[src/rtl/dpe_pkg.sv]
// Package for the debug entry program counter and priority block.
// Assumes a 32-bit word-addressed fetch counter held in byte units.
package dpe_pkg;
  // Word size in bytes and address width.
  localparam int PC_WIDTH = 32;
  localparam logic [31:0] WORD_BYTES = 32'h0000_0004;
  // Word increments applied per event.
  localparam logic [31:0] INC_BREAKPOINT = 32'h0000_0004;
  localparam logic [31:0] INC_WATCHPOINT = 32'h0000_0004;
  localparam logic [31:0] INC_WATCH_EXC = 32'h0000_0003;
  localparam logic [31:0] INC_HALT_REQ = 32'h0000_0003;
  localparam logic [31:0] INC_DEBUG_INSN = 32'h0000_0001;
  localparam logic [31:0] INC_SYS_SPEED = 32'h0000_0003;
  // Reset value of the fetch address.
  localparam logic [31:0] PC_RESET = 32'h0000_0000;
  // Processor mode codes, five bits.
  localparam logic [4:0] MODE_USER = 5'h10;
  localparam logic [4:0] MODE_FIQ = 5'h11;
  localparam logic [4:0] MODE_IRQ = 5'h12;
  localparam logic [4:0] MODE_SVC = 5'h13;
  localparam logic [4:0] MODE_ABORT = 5'h17;
  // Entry cause codes reported to the debugger side.
  typedef enum logic [2:0] {
    CAUSE_NONE = 3'b000,
    CAUSE_BREAK = 3'b001,
    CAUSE_WATCH = 3'b010,
    CAUSE_WATCH_EXC = 3'b011,
    CAUSE_HALT_REQ = 3'b100,
    CAUSE_SYS_ABORT = 3'b101
  } dpe_cause_t;
  // Core state machine.
  typedef enum logic [2:0] {
    ST_RUN = 3'b000,
    ST_EXC_WAIT = 3'b001,
    ST_DEBUG = 3'b010,
    ST_SYS_ACCESS = 3'b011,
    ST_SYS_ABORT = 3'b100
  } dpe_state_t;
endpackage

[src/rtl/dpe_core.sv]
// Debug entry, fetch address tracking and exception priority for the core.
// Assumes event inputs are one-cycle pulses on SYS_CLK from core logic,
// except EXTERNAL_HALT_REQUEST which is a pin and is synchronised here.
`timescale 1ns/100ps
`default_nettype none
module dpe_core
(
  // Clock and reset.
  input wire logic SYS_CLK,
  input wire logic RESET_N,
  // Entry events from the core pipeline, plus the external halt pin.
  input wire logic BREAKPOINT_HIT,
  input wire logic PREFETCH_ABORT,
  input wire logic WATCHPOINT_HIT,
  input wire logic DATA_ABORT,
  input wire logic IRQ_PENDING,
  input wire logic FIQ_PENDING,
  input wire logic ABORT_VECTOR_FETCHED,
  input wire logic EXTERNAL_HALT_REQUEST,
  // Debug instruction execution.
  input wire logic DEBUG_INSN_EXEC,
  input wire logic SYSTEM_SPEED_FLAG,
  input wire logic SYS_ACCESS_DONE,
  input wire logic SYS_ACCESS_ABORT,
  input wire logic RESTART,
  input wire logic [31:0] RESTART_PC,
  input wire logic [4:0] RUN_MODE,
  // State seen by the debugger.
  output logic [31:0] FETCH_PC,
  output logic [4:0] CURRENT_STATUS_WORD,
  output logic [4:0] SAVED_STATUS_WORD,
  output logic IN_DEBUG,
  output logic IRQ_DISABLE,
  output logic IRQ_REMEMBERED,
  output logic ABORT_REMEMBERED,
  output logic TAKE_PREFETCH_ABORT,
  output var dpe_pkg::dpe_cause_t ENTRY_CAUSE
);
  import dpe_pkg::*;

  dpe_state_t state, next_state;
  logic [31:0] pc, next_pc, add_words, add_sum;
  logic [4:0] mode, next_mode, smode, next_smode;
  logic irq_mem, next_irq_mem, abt_mem, next_abt_mem;
  logic pfa, next_pfa, speed_armed, next_speed_armed;
  dpe_cause_t cause, next_cause;
  logic halt_meta, halt_sync;
  logic [31:0] add_base;

  // Two-stage synchroniser for the external halt pin.
  always_ff @(posedge SYS_CLK)
  begin
    if (!RESET_N)
    begin
      halt_meta <= 1'b0;
      halt_sync <= 1'b0;
    end
    else
    begin
      halt_meta <= EXTERNAL_HALT_REQUEST;
      halt_sync <= halt_meta;
    end
  end

  // Shared modular adder for every fetch address increment.
  dpe_pc_adder u_add
  (
    .pc(add_base),
    .words(add_words),
    .sum(add_sum)
  );

  // Next-state, address and mode computation.
  always_comb
  begin
    next_state = state;
    next_pc = pc;
    next_mode = mode;
    next_smode = smode;
    next_irq_mem = irq_mem;
    next_abt_mem = abt_mem;
    next_pfa = 1'b0;
    next_cause = cause;
    next_speed_armed = speed_armed;
    add_base = pc;
    add_words = 32'h0000_0000;
    case (state)
      ST_RUN:
      begin
        next_mode = RUN_MODE;
        if (WATCHPOINT_HIT && DATA_ABORT)
        begin
          // Entry waits for abort mode and the vector fetch.
          next_state = ST_EXC_WAIT;
          next_smode = RUN_MODE;
          next_mode = MODE_ABORT;
          next_abt_mem = 1'b1;
        end
        else if (WATCHPOINT_HIT && (IRQ_PENDING || FIQ_PENDING))
        begin
          // Interrupt changes mode only for watchpointed accesses.
          next_state = ST_EXC_WAIT;
          next_smode = RUN_MODE;
          next_mode = FIQ_PENDING ? MODE_FIQ : MODE_IRQ;
          next_irq_mem = 1'b1;
        end
        else if (WATCHPOINT_HIT)
        begin
          add_words = INC_WATCHPOINT;
          next_pc = add_sum;
          next_state = ST_DEBUG;
          next_cause = CAUSE_WATCH;
        end
        else if (BREAKPOINT_HIT && PREFETCH_ABORT)
        begin
          next_pfa = 1'b1;
        end
        else if (BREAKPOINT_HIT)
        begin
          // Pending interrupts are ignored on breakpoints.
          add_words = INC_BREAKPOINT;
          next_pc = add_sum;
          next_state = ST_DEBUG;
          next_cause = CAUSE_BREAK;
        end
        else if (halt_sync)
        begin
          add_words = INC_HALT_REQ;
          next_pc = add_sum;
          next_state = ST_DEBUG;
          next_cause = CAUSE_HALT_REQ;
        end
      end
      ST_EXC_WAIT:
      begin
        if (ABORT_VECTOR_FETCHED)
        begin
          add_words = INC_WATCH_EXC;
          next_pc = add_sum;
          next_state = ST_DEBUG;
          next_cause = CAUSE_WATCH_EXC;
        end
      end
      ST_DEBUG:
      begin
        if (RESTART)
        begin
          next_pc = RESTART_PC;
          next_state = ST_RUN;
          next_cause = CAUSE_NONE;
          next_speed_armed = 1'b0;
        end
        else if (DEBUG_INSN_EXEC && speed_armed)
        begin
          // Flag set on the previous debug instruction runs this one at system speed.
          next_state = ST_SYS_ACCESS;
          next_speed_armed = 1'b0;
        end
        else if (DEBUG_INSN_EXEC)
        begin
          add_words = INC_DEBUG_INSN;
          next_pc = add_sum;
          next_speed_armed = SYSTEM_SPEED_FLAG;
        end
      end
      ST_SYS_ACCESS:
      begin
        if (SYS_ACCESS_ABORT)
        begin
          next_smode = mode;
          next_mode = MODE_ABORT;
          next_abt_mem = 1'b1;
          next_state = ST_SYS_ABORT;
        end
        else if (SYS_ACCESS_DONE)
        begin
          add_words = INC_SYS_SPEED;
          next_pc = add_sum;
          next_state = ST_DEBUG;
        end
      end
      ST_SYS_ABORT:
      begin
        // Back to debug in abort mode; address no longer names the fault.
        add_words = INC_SYS_SPEED;
        next_pc = add_sum;
        next_state = ST_DEBUG;
        next_cause = CAUSE_SYS_ABORT;
      end
      default:
      begin
        next_state = ST_RUN;
      end
    endcase
  end

  // Registers the state, address and mode.
  always_ff @(posedge SYS_CLK)
  begin
    if (!RESET_N)
    begin
      state <= ST_RUN;
      pc <= PC_RESET;
      mode <= MODE_SVC;
      smode <= MODE_SVC;
      irq_mem <= 1'b0;
      abt_mem <= 1'b0;
      pfa <= 1'b0;
      cause <= CAUSE_NONE;
      speed_armed <= 1'b0;
    end
    else
    begin
      state <= next_state;
      pc <= next_pc;
      mode <= next_mode;
      smode <= next_smode;
      irq_mem <= next_irq_mem;
      abt_mem <= next_abt_mem;
      pfa <= next_pfa;
      cause <= next_cause;
      speed_armed <= next_speed_armed;
    end
  end

  // Output drive; interrupts held off in debug and while waiting.
  assign FETCH_PC = pc;
  assign CURRENT_STATUS_WORD = mode;
  assign SAVED_STATUS_WORD = smode;
  assign IN_DEBUG = (state == ST_DEBUG);
  assign IRQ_DISABLE = (state != ST_RUN);
  assign IRQ_REMEMBERED = irq_mem;
  assign ABORT_REMEMBERED = abt_mem;
  assign TAKE_PREFETCH_ABORT = pfa;
  assign ENTRY_CAUSE = cause;

  // Assertions.
  property p_bkpt_inc;
    @(posedge SYS_CLK) disable iff (!RESET_N)
    (state == ST_RUN && BREAKPOINT_HIT && !PREFETCH_ABORT && !WATCHPOINT_HIT
     && !halt_sync) |=> (pc == $past(pc) + 32'h0000_0010);
  endproperty
  a_bkpt_inc: assert property (p_bkpt_inc)
    else $error("Breakpoint entry did not add 16 bytes.");

  property p_dbg_insn;
    @(posedge SYS_CLK) disable iff (!RESET_N)
    (state == ST_DEBUG && DEBUG_INSN_EXEC && !speed_armed && !RESTART)
    |=> (pc == $past(pc) + 32'h0000_0004) && IN_DEBUG;
  endproperty
  a_dbg_insn: assert property (p_dbg_insn)
    else $error("Debug instruction did not add 4 bytes.");

  property p_watch_inc;
    @(posedge SYS_CLK) disable iff (!RESET_N)
    (state == ST_RUN && WATCHPOINT_HIT && !DATA_ABORT && !IRQ_PENDING
     && !FIQ_PENDING) |=> (pc == $past(pc) + 32'h0000_0010) && IN_DEBUG;
  endproperty
  a_watch_inc: assert property (p_watch_inc)
    else $error("Watchpoint entry did not add 16 bytes.");

  property p_watch_abort;
    @(posedge SYS_CLK) disable iff (!RESET_N)
    (state == ST_RUN && WATCHPOINT_HIT && DATA_ABORT)
    |=> !IN_DEBUG && CURRENT_STATUS_WORD == MODE_ABORT && ABORT_REMEMBERED;
  endproperty
  a_watch_abort: assert property (p_watch_abort)
    else $error("Watchpoint with abort entered debug too early.");

  property p_watch_irq;
    @(posedge SYS_CLK) disable iff (!RESET_N)
    (state == ST_RUN && WATCHPOINT_HIT && !DATA_ABORT && IRQ_PENDING
     && !FIQ_PENDING) |=> CURRENT_STATUS_WORD == MODE_IRQ && IRQ_REMEMBERED;
  endproperty
  a_watch_irq: assert property (p_watch_irq)
    else $error("Interrupt on watchpoint lost its mode.");

  property p_exc_inc;
    @(posedge SYS_CLK) disable iff (!RESET_N)
    (state == ST_EXC_WAIT && ABORT_VECTOR_FETCHED)
    |=> (pc == $past(pc) + 32'h0000_000C) && IN_DEBUG;
  endproperty
  a_exc_inc: assert property (p_exc_inc)
    else $error("Watchpoint with exception did not add 12 bytes.");

  property p_sys_inc;
    @(posedge SYS_CLK) disable iff (!RESET_N)
    (state == ST_SYS_ACCESS && SYS_ACCESS_DONE && !SYS_ACCESS_ABORT)
    |=> (pc == $past(pc) + 32'h0000_000C) && IN_DEBUG;
  endproperty
  a_sys_inc: assert property (p_sys_inc)
    else $error("System-speed access did not add 12 bytes.");

  property p_sys_abort;
    @(posedge SYS_CLK) disable iff (!RESET_N)
    (state == ST_SYS_ACCESS && SYS_ACCESS_ABORT)
    |=> CURRENT_STATUS_WORD == MODE_ABORT && !IN_DEBUG ##1 IN_DEBUG;
  endproperty
  a_sys_abort: assert property (p_sys_abort)
    else $error("Aborted system access did not pass through abort mode.");

  property p_pfa;
    @(posedge SYS_CLK) disable iff (!RESET_N)
    (state == ST_RUN && BREAKPOINT_HIT && PREFETCH_ABORT && !WATCHPOINT_HIT)
    |=> TAKE_PREFETCH_ABORT && !IN_DEBUG && $stable(pc);
  endproperty
  a_pfa: assert property (p_pfa)
    else $error("Breakpoint was not dropped for prefetch abort.");

  // A pending interrupt must never move the mode while halted.
  property p_irq_off;
    @(posedge SYS_CLK) disable iff (!RESET_N)
    IN_DEBUG |-> IRQ_DISABLE ##1 $stable(CURRENT_STATUS_WORD);
  endproperty
  a_irq_off: assert property (p_irq_off)
    else $error("Interrupts enabled in debug state.");

  property p_halt;
    @(posedge SYS_CLK) disable iff (!RESET_N)
    (state == ST_RUN && halt_sync && !WATCHPOINT_HIT && !BREAKPOINT_HIT)
    |=> (pc == $past(pc) + 32'h0000_000C);
  endproperty
  a_halt: assert property (p_halt)
    else $error("Halt request entry did not add 12 bytes.");

  c_bkpt: cover property (@(posedge SYS_CLK) cause == CAUSE_BREAK);
  c_wexc: cover property (@(posedge SYS_CLK) cause == CAUSE_WATCH_EXC);
  c_halt: cover property (@(posedge SYS_CLK) cause == CAUSE_HALT_REQ);
  c_sys: cover property (@(posedge SYS_CLK) state == ST_SYS_ACCESS);
endmodule
`default_nettype wire

[src/rtl/dpe_pc_adder.sv]
// Word-aligned modular adder for the fetch address.
// Assumes the increment is given in words; the result wraps at 32 bits.
`timescale 1ns/100ps
`default_nettype none
module dpe_pc_adder
(
  // Operands.
  input wire logic [31:0] pc,
  input wire logic [31:0] words,
  // Result.
  output logic [31:0] sum
);
  import dpe_pkg::*;

  // Adds the word count scaled to bytes and forces word alignment.
  always_comb
  begin
    sum = (pc + (words << 2)) & ~(WORD_BYTES - 32'h0000_0001);
  end
endmodule
`default_nettype wire

[config.mk]
export PLATFORM = sky130hd
export DESIGN_NAME = dpe_core
export DESIGN_NICKNAME = d
export VERILOG_FILES = /design/src/rtl/dpe_pkg.sv /design/src/rtl/dpe_core.sv /design/src/rtl/dpe_pc_adder.sv
export SDC_FILE = /design/constraint.sdc
export NUM_CORES = 1
export LEC_CHECK = 0
export ABC_AREA = 1
export BUFFER_PORTS_ARGS = -buffer_cell sky130_fd_sc_hd__buf_2
export CORE_AREA = 2 2 123 125
export DETAILED_ROUTE_END_ITERATION = 6
export DIE_AREA = 0 0 125 127
export GPL_TIMING_DRIVEN = 0
export PLACE_DENSITY = 0.49
export SETUP_SLACK_MARGIN = 0.05
export SYNTH_ARGS = -nofsm -noshare
export SYNTH_HDL_FRONTEND = slang
export SYNTH_SLANG_ARGS = --single-unit
[constraint.sdc]
create_clock -name SYS_CLK -period 2.9 [get_ports SYS_CLK]
set_clock_uncertainty 0.05 [all_clocks]
set_input_delay 0.58 -clock SYS_CLK [delete_from_list [all_inputs] [get_ports SYS_CLK]]
set_output_delay 0.58 -clock SYS_CLK [all_outputs]
set_load 0.05 [all_outputs]
==> run_results.csv <==
group,metric,value,unit
finish,final_cell_count_no_fill,910,
route,highest_layer,"met4",
synthesis,number_of_storage_elements_in_the_synthesis_netlist,54,
placed_design,dp_hpwl,10400,um
route,route.layer.met1.wl,6170,um
grt,groute.usage.overall,0.166,
floorplan,floorplan.die.width,125,um
finish,areaGrowthSynthToFinish,28.9,%
route,via_per_inst,4.58,
route,wirelength,13300,um
route,drt_drc_violations_left,1,
critical_path,startpoint_type,"register",
timing,timing.hold.ws,0.375,ns
route,detail-route-antenna-nets,0,
timing,setup-violations-final,0,
critical_path,number_of_cells_on_the_worst_reg_to_reg_path,19,
floorplan,die_height,127,um
synthesis,postSynthAreaPerCell,5.87,sq um
route,drt_pre_antenna_iters,7,
pwr,netSwitchingFraction,0.472,
critical_path,rrSetupSlack,0.22,ns
route,drt_first_iter_violations,264,
pwr,worst_ir_drop_vdd,0.258,mV
pwr,design_power_total,3.18,mW
grt,via_count_of_the_first_global_routing_pass,3867,
finish,seqCellArea,1090,sq um
floorplan,area_of_the_core,14400,sq um
floorplan,number_of_i_o_pins,102,
placed_design,numPlacedInstances,895,
route,met3_length,840,um
min_path,min_from,"halt_meta",
timing,final_hold_vio_count,0,
pwr,leakagePower,2.14,nW
critical_path,setup.worst_path.end_class,"register",
grt,grt_first_pass_wirelength,20800,um
floorplan,core.rowCount,44,
grt,global_route_congestion_overflow_total,0,
cts,clk_root_buffer_cell,"clkbuf_16",
synthesis,postSynth.topFlopCell,"dfxtp_1",
route,wl_per_cell,14.6,um
pwr,net_switching_power_of_the_design,1.50,mW
critical_path,critical_path_required,3.08,ns
placed_design,gp_congestion,0.850,
placed_design,place.port_buffers,100,
critical_path,worstSetupStartpoint,"state[2]",
synthesis,synth_async_sr_flop_share,0,
pwr,cellPowerDensity,688,nW/um^2
finish,finalNetCount,779,
synthesis,number_of_flops_mapped_to_enable_cells_by_yosys,0,
pwr,comb_power_share,0.458,
floorplan,fp.dieArea,15900,sq um
timing,period_share,0.925,
critical_path,r2r_end,"FETCH_PC[10]",
cts,tritoncts,"done",
timing,worst_slew_pin_slew,0.663,ns
placed_design,detailed_place.area,4320,sq um
synthesis,synthesis.area,3590,sq um
cts,cts-hold-fix-buffers,0,
synthesis,gate_count_post_synth,611,
timing,slew_violations,0,
synthesis,yosys_warnings,0,
cts,cts.clk_slew.worst_paths,0.08,ns
cts,clk_path_buf_depth,2,
timing,layout_min_cycle_time,2.68,ns
critical_path,worst_ep_arrival_time,2.87,ns
finish,n_fill_cell,1680,
route,met2WireLength,6080,um
timing,grt_setup_unrepaired,"no",
finish,multiInputGateArea,2290,sq um
grt,antenna_found_initial,2,
timing,clock.fmax,0.373,GHz
synthesis,synth-seq-area-share,0.301,
grt,maximum_number_of_pins_on_one_net_before_global_route_repair,18,
run_status,violations_in_the_final_reports,"DRC",
critical_path,crit_fanout,8,
pwr,clockPowerShare,0.230,
finish,layout-drive-gt1-share,0.222,
synthesis,synth.net_count,667,
min_path,hold_path_cell_cnt,2,
pwr,power.sequential.fraction,0.313,
timing,timing.slew.headroom,0.558,
timing,setup_tns,0,ns
floorplan,initial_core_util,0.249,
synthesis,netlist-cell-type-count,38,
critical_path,reg_to_reg_startpoint,"state[2]",
cts,numCtsBuffers,5,
cts,cts.sinks,54,
min_path,hold_class,"register to register",
critical_path,critPathKind,"register to register",
finish,fin_area,4620,sq um
flow_run,cap_viol_max_count,0,
cts,cts-htree-levels,2,
pwr,power_report.internal_total,1.68,mW
cts,worst_skew_pair.late_latency,0.31,ns
min_path,endpoint_with_the_worst_hold_slack,"halt_sync",
route,vias,4169,
run_status,result_of_the_run,"finished, violations left",
## logic make-up after synthesis
logic type,synth area share
fa+ha+maj,0.0161
simple gates,0.460
xor+xnor,0.00733
buf+inv,0.0820
compound gates,0.134
flops,0.301
## state kept, by name, indices dropped and copies added, names as in the netlist
register,cells
TAKE_PREFETCH_ABORT,1
state,3
speed_armed,1
halt_meta,1
IRQ_REMEMBERED,1
CURRENT_STATUS_WORD,5
FETCH_PC,32
SAVED_STATUS_WORD,5
ENTRY_CAUSE,3
ABORT_REMEMBERED,1
halt_sync,1
## stage by stage
stage,worst slack [ns],utilization
4_1_cts,0.0563,0.314
3_5_place_dp,-0.648,0.299
6_report,0.217,0.320
3_3_place_gp,-0.652,0.299
2_1_floorplan,0.129,-
5_1_grt,0.0426,0.320
## cells in the final DEF, fill, tap and decap left out, types with 3 or more instances in the layout
| cell type | n |
|---|---|
| nand4_1 | 3 |
| buf_4 | 5 |
| nor2_1 | 110 |
| a31oi_1 | 3 |
| o211ai_1 | 3 |
| dfxtp_4 | 3 |
| clkbuf_16 | 5 |
| clkbuf_1 | 8 |
| inv_2 | 4 |
| nand2_1 | 190 |
| nor2_4 | 4 |
| or2_2 | 5 |
| inv_1 | 48 |
| nand2_4 | 3 |
| a21oi_1 | 35 |
| buf_2 | 107 |
| dfxtp_1 | 51 |
| nor2_2 | 4 |
| o21ai_1 | 12 |
| nand2_2 | 6 |
| o21ai_0 | 23 |
| nand3_1 | 51 |
| nand3b_1 | 8 |
## what timing repair did
item,CTS,global route
endpoints found under the setup margin,28,16
buffers inserted,1,4
gates cloned,0,0
resized for setup,14,16
pin swaps,1,7
## cells in the mapped netlist (3+ instances only)
master,n,share of area
nand4_1,3,0.0052
o21ai_0,26,0.036
nand2_1,196,0.21
inv_2,6,0.0063
inv_1,48,0.050
clkbuf_1,8,0.0084
dfxtp_1,54,0.30
a31oi_1,3,0.0052
ha_1,3,0.010
o21ai_1,10,0.014
nor2_1,111,0.12
o211ai_1,3,0.0063
buf_2,7,0.0098
nor2_2,6,0.010
nand3_1,52,0.073
nand3b_1,8,0.017
or2_2,5,0.0087
a21oi_1,36,0.050
## metal layers
metal | vias to the layer above | track usage
li1 | 2188 | -
met3 | 13 | 0.0352
met5 | - | 0
met4 | 0 | 0.0438
met2 | 113 | 0.274
met1 | 1855 | 0.222
## worst max path at each step
stage                    to  cells after the start  slack [ns]
5_1_grt        FETCH_PC[10]                     19        0.04
3_3_place_gp   FETCH_PC[24]                     16       -0.65
2_1_floorplan  FETCH_PC[18]                     19        0.13
3_5_place_dp   FETCH_PC[24]                     16       -0.65
4_1_cts        FETCH_PC[20]                     19        0.06
6_report       FETCH_PC[10]                     19        0.22
## power groups by stage
stage	Clock, mW	Sequential [mW]	Combinational [mW]
final	0.730	0.995	1.46
after floorplan	0	1.34	0.680
after detailed placement	0	1.00	1.42
after global routing	0.785	1.01	1.59
after CTS	0.755	0.988	1.44
after global placement	0	1.00	1.43
## worst max-delay path, stage by stage (launching register included)
cell and delay (ns):
dfxtp_4 0.39, inv_4 0.06, nand2_4 0.08, inv_4 0.06, nand3_1 0.07, nand2_1 0.08
a21oi_2 0.17, o21ai_4 0.08, a21o_1 0.19, ha_4 0.18, fa_2 0.41, nand2_2 0.10
nand2_4 0.08, nand2_4 0.10, nor2_1 0.05, nand2_1 0.08, o21ai_0 0.09, nand2_1 0.08
nand2_1 0.08, a21oi_1 0.14
## cell type report
cell class,count,share of cell area
tap,184,0.0498
clock buffer,5,0.0271
antenna,2,0.00108
buffer,17,0.0189
timing repair buffer,105,0.116
multi-input combinational,485,0.495
clock inverter,3,0.00947
inverter,55,0.0457
sequential,54,0.236
No activity file was read; power rests on OpenSTA's default activity.
